==> config.mk <==
export PLATFORM = sky130hd
export DESIGN_NAME = acc_adc_ctrl
export DESIGN_NICKNAME = d
export VERILOG_FILES = /design/src/hw/acc_pkg.sv /design/src/hw/acc_adc_ctrl.sv
export SDC_FILE = /design/constraint.sdc
export NUM_CORES = 1
export LEC_CHECK = 0
export ABC_AREA = 0
export ABC_CLOCK_PERIOD_IN_PS = 1900
export BUFFER_PORTS_ARGS = -buffer_cell sky130_fd_sc_hd__buf_4
export CORE_UTILIZATION = 37
export CTS_CLUSTER_SIZE = 16
export DETAILED_ROUTE_END_ITERATION = 8
export MAX_ROUTING_LAYER = met4
export PLACE_DENSITY = 0.67
export SETUP_SLACK_MARGIN = 0.02
export SLEW_MARGIN = 10
export SYNTH_ARGS = -nofsm -noshare
export SYNTH_HDL_FRONTEND = slang
export SYNTH_SLANG_ARGS = --single-unit
==> constraint.sdc <==
create_clock -name aclk -period 1.9 [get_ports aclk]
set_input_delay 0 -clock aclk [delete_from_list [all_inputs] [get_ports aclk]]
set_output_delay 0 -clock aclk [all_outputs]
set_load 0.01 [all_outputs]
==> src/hw/acc_pkg.sv <==
// package for the adc conversion control block
// assumes one 100 MHz core clock and an axi4-lite master with 32-bit data
package acc_pkg;

  // axi4-lite
  localparam int          ADDR_W      = 12;
  localparam int          DATA_W      = 32;
  localparam logic [1:0]  RESP_OKAY   = 2'h0;
  localparam logic [1:0]  RESP_SLVERR = 2'h2;

  // register indexes, byte address is four times the index
  localparam logic [9:0]  RESULT_IDX  = 10'h0d0;
  localparam logic [9:0]  CTRL_IDX    = 10'h0d1;
  localparam logic [9:0]  IRQ_STS_IDX = 10'h0d8;
  localparam logic [9:0]  IRQ_MSK_IDX = 10'h0d9;

  // decoded register selects
  localparam logic [2:0]  SEL_NONE    = 3'h0;
  localparam logic [2:0]  SEL_RESULT  = 3'h1;
  localparam logic [2:0]  SEL_CTRL    = 3'h2;
  localparam logic [2:0]  SEL_STS     = 3'h3;
  localparam logic [2:0]  SEL_MSK     = 3'h4;

  // control register layout
  localparam int          IE_BIT      = 7;
  localparam int          DONE_BIT    = 6;
  localparam int          START_BIT   = 5;
  localparam int          PWR_BIT     = 4;
  localparam int          OSC_BIT     = 2;
  localparam logic [7:0]  CTRL_RESET  = 8'h40;

  // interrupt status layout
  localparam int          EVT_W       = 1;
  localparam int          EVT_DONE    = 0;

  // conversion timing
  localparam int          CLK_PERIOD_NS = 10;
  localparam int          STEP_TIME_NS  = 1000;
  localparam int          STEP_CYCLES   =
    (STEP_TIME_NS + CLK_PERIOD_NS - 1) / CLK_PERIOD_NS;
  localparam int          CONV_BITS     = 8;
  localparam int          STEP_W        = 8;
  localparam int          LEN_W         = 10;
  localparam logic [2:0]  MSB_IDX       = 3'h7;

  typedef enum logic {
    ACC_IDLE = 1'b0,
    ACC_RUN  = 1'b1
  } acc_state_e;

endpackage

==> src/hw/acc_adc_ctrl.sv <==
// control, status and successive-approximation sequencer of the 8-bit adc
// assumes an axi4-lite master on aclk and an analog comparator whose
// output is asynchronous to aclk
//
// Behaviour
// - a conversion starts only when software writes one to bit 5.
// - a start during a running conversion abandons it and begins afresh.
// - bit 5 of the control register always reads as zero.
// - writing the start bit clears the done flag at once.
// - a finished conversion sets done in bit 6 and requests an enabled irq.
// - writes never clear done; only a new start does.
// - bit 7 enables the end-of-conversion interrupt request.
// - bit 4 powers the converter on when one.
// - the result is valid only while done reads one.
// - in wait mode the done request wakes the core; stop disables the adc.
// - bit 2 drives the main-oscillator disable to the clock system.
// - the result sits read-only at index d0h and ignores writes.
// - after reset the control register reads 40h.
//
// Implementation choice: the AXI4-Lite register port.
`timescale 1ns/100ps

module acc_adc_ctrl
  import acc_pkg::*;
(
  input  wire logic              aclk,
  input  wire logic              aresetn,
  input  wire logic [ADDR_W-1:0] awaddr,
  input  wire logic [2:0]        awprot,
  input  wire logic              awvalid,
  output logic                   awready,
  input  wire logic [DATA_W-1:0] wdata,
  input  wire logic [3:0]        wstrb,
  input  wire logic              wvalid,
  output logic                   wready,
  output logic [1:0]             bresp,
  output logic                   bvalid,
  input  wire logic              bready,
  input  wire logic [ADDR_W-1:0] araddr,
  input  wire logic [2:0]        arprot,
  input  wire logic              arvalid,
  output logic                   arready,
  output logic [DATA_W-1:0]      rdata,
  output logic [1:0]             rresp,
  output logic                   rvalid,
  input  wire logic              rready,
  input  wire logic              comp_above,
  input  wire logic              wait_mode,
  input  wire logic              stop_mode,
  output logic [7:0]             sar_code,
  output logic                   conv_busy,
  output logic                   converter_power_on,
  output logic                   main_osc_disable,
  output logic                   conv_irq_req,
  output logic                   wakeup_req,
  output logic                   irq
);

  function automatic logic [2:0] reg_sel(input logic [ADDR_W-1:0] a);
    logic [9:0] idx;
    idx = a[ADDR_W-1:2];
    if (idx == RESULT_IDX) reg_sel = SEL_RESULT;
    else if (idx == CTRL_IDX) reg_sel = SEL_CTRL;
    else if (idx == IRQ_STS_IDX) reg_sel = SEL_STS;
    else if (idx == IRQ_MSK_IDX) reg_sel = SEL_MSK;
    else reg_sel = SEL_NONE;
  endfunction

  logic              aw_hold_q, w_hold_q, bvalid_q, rvalid_q;
  logic [ADDR_W-1:0] aw_addr_q;
  logic [7:0]        w_data_q;
  logic              w_lane0_q;
  logic [1:0]        bresp_q, rresp_q;
  logic [DATA_W-1:0] rdata_q;
  logic              wr_fire, ctrl_wr, start_wr, sts_wr, msk_wr;
  logic [2:0]        wr_sel, rd_sel;
  logic              ie_q, pwr_q, osc_q, done_q;
  logic [7:0]        result_q, trial_q, ctrl_view, code_now;
  logic [EVT_W-1:0]  sts_q, msk_q;
  acc_state_e        state_q;
  logic [2:0]        bit_idx_q;
  logic [STEP_W-1:0] step_cnt_q;
  logic              s1_q, s2_q, s3_q, comp_f_q;
  logic              abort, step_end, conv_finish;

  ////////////////////////////////////////////////////////////////////////
  // axi4-lite write side: address and data taken in either order

  assign awready = !aw_hold_q && !bvalid_q;
  assign wready  = !w_hold_q && !bvalid_q;
  assign bvalid  = bvalid_q;
  assign bresp   = bresp_q;
  assign wr_fire = aw_hold_q && w_hold_q && !bvalid_q;
  assign wr_sel  = reg_sel(aw_addr_q);
  // registers live in byte lane 0 only, other lanes are dropped
  assign ctrl_wr  = wr_fire && w_lane0_q && (wr_sel == SEL_CTRL);
  assign sts_wr   = wr_fire && w_lane0_q && (wr_sel == SEL_STS);
  assign msk_wr   = wr_fire && w_lane0_q && (wr_sel == SEL_MSK);
  assign start_wr = ctrl_wr && w_data_q[START_BIT];

  always_ff @(posedge aclk) begin
    if (!aresetn) begin
      aw_hold_q <= 1'b0;
      aw_addr_q <= '0;
    end else if (awvalid && awready) begin
      aw_hold_q <= 1'b1;
      aw_addr_q <= awaddr;
    end else if (wr_fire) begin
      aw_hold_q <= 1'b0;
    end
  end

  always_ff @(posedge aclk) begin
    if (!aresetn) begin
      w_hold_q  <= 1'b0;
      w_data_q  <= '0;
      w_lane0_q <= 1'b0;
    end else if (wvalid && wready) begin
      w_hold_q  <= 1'b1;
      w_data_q  <= wdata[7:0];
      w_lane0_q <= wstrb[0];
    end else if (wr_fire) begin
      w_hold_q <= 1'b0;
    end
  end

  always_ff @(posedge aclk) begin
    if (!aresetn) begin
      bvalid_q <= 1'b0;
      bresp_q  <= RESP_OKAY;
    end else if (wr_fire) begin
      bvalid_q <= 1'b1;
      // result writes are accepted and ignored
      bresp_q  <= (wr_sel == SEL_NONE) ? RESP_SLVERR : RESP_OKAY;
    end else if (bready) begin
      bvalid_q <= 1'b0;
    end
  end

  ////////////////////////////////////////////////////////////////////////
  // axi4-lite read side

  assign arready = !rvalid_q;
  assign rvalid  = rvalid_q;
  assign rresp   = rresp_q;
  assign rdata   = rdata_q;
  assign rd_sel  = reg_sel(araddr);
  // start bit never stored, reserved bits read zero
  assign ctrl_view = {ie_q, done_q, 1'b0, pwr_q, 1'b0, osc_q, 2'b00};

  always_ff @(posedge aclk) begin
    if (!aresetn) begin
      rvalid_q <= 1'b0;
      rresp_q  <= RESP_OKAY;
      rdata_q  <= '0;
    end else if (arvalid && arready) begin
      rvalid_q <= 1'b1;
      rresp_q  <= (rd_sel == SEL_NONE) ? RESP_SLVERR : RESP_OKAY;
      unique case (rd_sel)
        SEL_RESULT: rdata_q <= {24'h000000, result_q};
        SEL_CTRL:   rdata_q <= {24'h000000, ctrl_view};
        SEL_STS:    rdata_q <= {{(DATA_W-EVT_W){1'b0}}, sts_q};
        SEL_MSK:    rdata_q <= {{(DATA_W-EVT_W){1'b0}}, msk_q};
        default:    rdata_q <= '0;
      endcase
    end else if (rready) begin
      rvalid_q <= 1'b0;
    end
  end

  ////////////////////////////////////////////////////////////////////////
  // control bits

  always_ff @(posedge aclk) begin
    if (!aresetn) begin
      ie_q  <= CTRL_RESET[IE_BIT];
      pwr_q <= CTRL_RESET[PWR_BIT];
      osc_q <= CTRL_RESET[OSC_BIT];
    end else if (ctrl_wr) begin
      ie_q  <= w_data_q[IE_BIT];
      pwr_q <= w_data_q[PWR_BIT];
      osc_q <= w_data_q[OSC_BIT];
    end
  end

  // a start in the finishing cycle abandons that result, so clear wins here
  always_ff @(posedge aclk) begin
    if (!aresetn) begin
      done_q <= CTRL_RESET[DONE_BIT];
    end else if (start_wr) begin
      done_q <= 1'b0;
    end else if (conv_finish) begin
      done_q <= 1'b1;
    end
  end

  assign converter_power_on = pwr_q;
  assign main_osc_disable   = osc_q;
  assign conv_irq_req       = done_q && ie_q;
  assign wakeup_req         = conv_irq_req && wait_mode && !stop_mode;

  ////////////////////////////////////////////////////////////////////////
  // comparator synchroniser, a change counts once stages two and three agree

  always_ff @(posedge aclk) begin
    if (!aresetn) begin
      s1_q     <= 1'b0;
      s2_q     <= 1'b0;
      s3_q     <= 1'b0;
      comp_f_q <= 1'b0;
    end else begin
      s1_q <= comp_above;
      s2_q <= s1_q;
      s3_q <= s2_q;
      if (s2_q == s3_q) begin
        comp_f_q <= s3_q;
      end
    end
  end

  ////////////////////////////////////////////////////////////////////////
  // successive-approximation sequencer

  // comparator path latency is four cycles, so a step must be longer
  assign abort       = !pwr_q || stop_mode;
  assign step_end    = (step_cnt_q == STEP_W'(STEP_CYCLES - 1));
  assign conv_finish = (state_q == ACC_RUN) && !abort && !start_wr
                       && step_end && (bit_idx_q == 3'h0);
  assign code_now    = comp_f_q ? trial_q
                                : (trial_q & ~(8'h01 << bit_idx_q));
  assign sar_code    = trial_q;
  assign conv_busy   = (state_q == ACC_RUN);

  always_ff @(posedge aclk) begin
    if (!aresetn) begin
      state_q    <= ACC_IDLE;
      bit_idx_q  <= MSB_IDX;
      step_cnt_q <= '0;
      trial_q    <= 8'h00;
    end else if (start_wr) begin
      state_q    <= ACC_RUN;
      bit_idx_q  <= MSB_IDX;
      step_cnt_q <= '0;
      trial_q    <= 8'h80;
    end else begin
      unique case (state_q)
        ACC_IDLE: begin
          step_cnt_q <= '0;
        end
        ACC_RUN: begin
          if (abort) begin
            state_q <= ACC_IDLE;
          end else if (!step_end) begin
            step_cnt_q <= step_cnt_q + 1'b1;
          end else begin
            step_cnt_q <= '0;
            if (bit_idx_q == 3'h0) begin
              state_q <= ACC_IDLE;
              trial_q <= code_now;
            end else begin
              bit_idx_q <= bit_idx_q - 1'b1;
              trial_q   <= code_now | (8'h01 << (bit_idx_q - 1'b1));
            end
          end
        end
      endcase
    end
  end

  // reset only keeps checks free of unknowns, meaningless until the first conversion finishes
  always_ff @(posedge aclk) begin
    if (!aresetn) begin
      result_q <= '0;
    end else if (conv_finish) begin
      result_q <= code_now;
    end
  end

  ////////////////////////////////////////////////////////////////////////
  // interrupt status and mask, status set wins over a write-one clear

  always_ff @(posedge aclk) begin
    if (!aresetn) begin
      sts_q <= '0;
      msk_q <= '0;
    end else begin
      sts_q[EVT_DONE] <= conv_finish
                         || (sts_q[EVT_DONE]
                             && !(sts_wr && w_data_q[EVT_DONE]));
      if (msk_wr) begin
        msk_q <= w_data_q[EVT_W-1:0];
      end
    end
  end

  assign irq = |(sts_q & msk_q);

  ////////////////////////////////////////////////////////////////////////
  // checks

  localparam int CONV_LEN = CONV_BITS * STEP_CYCLES;
  logic [LEN_W-1:0] run_len_q;

  always_ff @(posedge aclk) begin
    if (!aresetn || start_wr || state_q == ACC_IDLE) begin
      run_len_q <= '0;
    end else begin
      run_len_q <= run_len_q + 1'b1;
    end
  end
endmodule

; ---- Word-level counts from Yosys, hierarchy flattened
; Index checks and enable logic that the tools add are counted.
[word_totals]
wordCells = 137
output_inout_bits = 55
in_bits = 76
ff_bits = 99
[op_classes]
n_bitwise = 8
shift = 2
n_eq_ne = 19
mux = 34
addsub = 2
n_reduce_logical = 46
[op_table]
columns = cell, count
row1 = $eq A10 B8 Y1 const B, 8
row2 = $mux W8, 8
row3 = $pmux W8 S4, 1
row4 = $mux W3, 8
row5 = $logic_and A1 B1 Y1, 21
row6 = $pmux W8 S2, 1
row7 = $shl A1 B3 Y8 const A, 2
row8 = $mux W1, 14
row9 = $reduce_bool A2 Y1, 7
row10 = $eq A3 B2 Y1 const B, 4
row11 = $logic_not A1 Y1, 9
row12 = $logic_not A3 Y1, 3
row13 = $add A8 B1 Y8 const B, 1
row14 = $and A8 B8 Y8, 1
row15 = $eq A8 B7 Y1 const B, 1
row16 = $not A8 Y8, 1
row17 = $or A8 B8 Y8, 1
row18 = $eq A3 B3 Y1 const B, 2
row19 = $reduce_and A3 Y1, 2
row20 = $mux W2, 2
row21 = $ne A2 B2 Y1 const B, 2
row22 = $not A1 Y1, 4
row23 = $reduce_and A4 Y1, 1
row24 = $eq A3 B1 Y1 const B, 1
row25 = 5 further kinds, 6

; ---- Depth between registers and ports, before layout
[depth]
depth_word = 14
ltp_mapped = 7
mapped_depth_nobuf = 7

; ---- Least setup slack after synthesis
; Ideal clock, no wire load.
[synth_timing]
path_type = reg-to-reg
startpoint = register step_cnt_q[0]
endpoint = register result_q[1]
stages_incl_launch_ff = 8
path_buffers = 1
required_ns = 1.772
arrival_time_ns = 1.609
path_slack_ns = 0.164
setup_time_ns = 0.128
synth_period_minus_slack_ns = 1.736
path_cell_list = dfxtp_1 ha_1 nand4b_1 or2_4 a2111o_1 buf_6 mux2i_1 nor2_1
[synth_between]
elab_chain_cells = 3
[synth_rtl]
columns = element, line_no
row1 = from (decl), acc_adc_ctrl.sv:82  ; logic [STEP_W-1:0] step_cnt_q;
row2 = from (signal assigned), acc_adc_ctrl.sv:254  ; step_cnt_q <= step_cnt_q + 1'b1;
row3 = $eq A8 B7 Y1, acc_adc_ctrl.sv:226  ; assign step_end = (step_cnt_q == STEP_W'(STEP_CYCLES - 1));
row4 = $logic_and A1 B1 Y1 (2 in a row), acc_adc_ctrl.sv:228  ; && step_end && (bit_idx_q == 3'h0);
row5 = to (signal assigned), acc_adc_ctrl.sv:275  ; result_q <= code_now;
row6 = to (decl), acc_adc_ctrl.sv:78  ; logic [7:0] result_q, trial_q, ctrl_view, code_now;
; No other way between the ends.
; A chain may end at the register's enable or synchronous reset.

; ---- Worst setup path in the final report
[layout_timing]
startpoint = register step_cnt_q[2]
endpoint = register result_q[2]
; Same word-level chain as after synthesis.

==> reports/qor.txt <==
Post-Place Cells -> 541
DR DRC count -> 0
post-synth top area cell -> dfxtp_1
Row Count -> 33
pre-CTS setup slack -> 100.9 ps
H-tree Lvls -> 3
largest net degree at the start of global routing -> 34
cell depth of the worst flop-to-flop path -> 6
RSZ-0062 raised after global routing -> yes
TritonCTS Buffers -> 9
Starting Density -> 38.42%
Primary FF master, synth -> dfxtp_1
CTS clk-pin slew, worst paths -> 70 ps
final worst slack -> 108.8 ps
Post-Syn Area -> 0.003157 mm²
final std cells w/o fill -> 576
# nets final -> 552
yosys warns -> 0
#FFs+latches synth -> 68
Leak -> 1.770 nW
Max Clk Rate -> 558.3 MHz
Layout area overhead -> 30.88%
share of flip-flops with an asynchronous set or reset -> 0%
EDFF count, synth -> 0
DIE WIDTH -> 94.37 µm
core area -> 0.008217 mm²
RR Endpoint -> result_q[2]$_SDFFE_PN0P_
wire length of the first global-routing pass -> 11.41 mm
Final setup viols -> 0
DIE AREA -> 0.008905 mm²
CP Launch Type -> flop
critical setup path kind -> flop to flop
1st-pass router iterations -> 4
worst hold margin -> 35.94 ps
top cells by count, synth -> dfxtp_1 (68), nand2_1 (44), nor2_1 (39), a21oi_1 (34), buf_4 (26)
cells after synthesis -> 368
port bufs -> 64
Synth cell types -> 47
Worst Skew -> 8.633 ps
relative slew slack -> 65.04%
CTS tree -> yes
reg2reg start -> step_cnt_q[2]$_SDFFE_PP0P_
vias in the first global route -> 2,491
gr usage total -> 17.15%
Die Ht -> 94.37 µm
run status -> finished clean
pwr/cell area -> 653.7 mW/mm²
final wirelength -> 6.948 mm
Final Wtd Congestion -> 0.8766
Hold Path End -> rdata[4]$_SDFFE_PN0P_
final period utilization -> 94.27%
Final Max Slew Viols -> 0
Final Cell Area -> 0.004131 mm²
post-synth top area share -> 43.12%
min-delay worst type -> input port to flop
CTS root buf -> clkbuf_8
Iteration-0 DRC Markers -> 87
top-count cell post-synth -> dfxtp_1
Hold Violations, Final -> 0
CP Data Required Time -> 2120 ps
mean post-synth cell area -> 8.578 µm²
ant diodes -> 0
crit path max fanout -> 6
Worst Max-Slew Pin Slew -> 524.4 ps
vias after detailed routing -> 2,736
average wire per standard cell -> 12.06 µm
Area after DPL -> 0.003759 mm²
sequential-to-total area share from yosys stat -> 43.12%
post-route minimum period -> 1791 ps
PnR Total Power -> 2.701 mW
clock buffer depth -> 2
I/O pins -> 131
Max-cap violations -> 0
Via-to-Cell Ratio -> 4.750
worst hold path startpoint -> araddr[2]
Final ANT Viol Nets -> 0
hpwl dp -> 5.048 mm
worst-skew pair later-pin latency -> 340 ps
share of cells above drive strength 1 -> 22.29%
post-layout util -> 50.28%
r2r setup slk -> 110 ps
setup bufs post-CTS -> 0
setup TNS -> 0 ps
initial antenna violation count -> 0
maximum vdd drop -> 317.6 µV
crit path DAT -> 2010 ps
hold path depth -> 3
clk sinks -> 68
grt total ovfl -> 0
top cells by area, synth -> dfxtp_1 (43%), buf_4 (6.2%), mux2i_1 (5.7%)
CP Capture Type -> flop
-- report_power, final --
group	switching (mW)	total, mW	internal, mW
combinational	0.129	0.266	0.137
sequential	0.0236	1.48	1.46
clock	0.498	0.951	0.452
total	0.651	2.70	2.05
-- critical path: stages, from the launching register on --
cell      delay [ps]
dfxtp_1          310
or3_4            400
or2_4            240
a2111o_1         360
buf_6            170
mux2i_1          150
nor2_1            50
-- layout by cell type, fill, tap and decap left out, types with 3 or more instances in the layout --
master and instances:
buf_4 84, dfxtp_1 68, nand2_1 44, nor2_1 39, a21oi_1 34, conb_1 26
dlygate4sd3_1 22, mux2i_1 18, o21ai_0 13, and2_1 9, nand3_1 9, clkbuf_8 9
a31oi_1 8, nor3_1 7, ha_1 7, inv_1 6, nand2b_1 6, a211oi_1 6
nor2b_1 5, a21boi_0 5, nand3b_1 3, xor2_1 3, o21a_1 3, a22o_1 3
-- area by class of cell --
type	instances	area, µm²
clock buffer	11	131.4
multi-input combinational	277	1608
tap	105	131.4
fill	785	4085
timing repair buffer	107	862.1
inverter	6	22.52
sequential	68	1361
clock inverter	2	15.01
-- state kept, by name, summed over array words and instances, names as in the netlist, 3 cells and up --
signal      cells
step_cnt_q      8
rdata           8
bit_idx_q       3
sar_code        8
aw_addr_q      10
w_data_q        5
result_q        8
-- how the worst max path moves through the flow --
| stage | start | end | depth (start not counted) |
|---|---|---|---|
| finish | step_cnt_q[2]$_SDFFE_PP0P_ | result_q[2]$_SDFFE_PN0P_ | 6 |
| floorplan | step_cnt_q[0]$_SDFFE_PP0P_ | result_q[1]$_SDFFE_PN0P_ | 7 |
| global placement | aw_addr_q[3]$_SDFFE_PN0P_ | sar_code[0]$_SDFFE_PP0P_ | 6 |
| detailed placement | step_cnt_q[2]$_SDFFE_PP0P_ | result_q[2]$_SDFFE_PN0P_ | 6 |
| global route | step_cnt_q[1]$_SDFFE_PP0P_ | result_q[2]$_SDFFE_PN0P_ | 7 |
| CTS | step_cnt_q[2]$_SDFFE_PP0P_ | result_q[2]$_SDFFE_PN0P_ | 6 |
-- cells by family after synthesis --
| kind of cell | after synthesis | share of synthesized area [%] |
|---|---|---|
| AND/OR/NAND/NOR | 143 | 22.79 |
| AO/OA/AOI/OAI | 78 | 14.86 |
| flip-flops | 68 | 43.12 |
| buffers and inverters | 48 | 9.156 |
| multiplexers | 19 | 6.064 |
| adder cells (fa/ha/maj) | 7 | 2.774 |
| XOR/XNOR | 4 | 1.110 |
| other | 1 | 0.1188 |
-- layer usage --
| layer | vias up | global-route usage [%] | part of all wire (%) |
|---|---|---|---|
| met3 | 20 | 4.992 | 6.1 |
| met4 | 0 | 6.667 | 2.2 |
| met1 | 1210 | 21.37 | 47 |
| met2 | 88 | 26.09 | 45 |
| met5 | - | - | 0 |
| li1 | 1418 | - | - |
-- timing repair --
action                                  CTS  global route
endpoints found under the setup margin    0             9
hold endpoints to repair                 26             0
hold buffers                             22             0
gates resized for setup                   0             2
(Power assumes the default switching activity.)
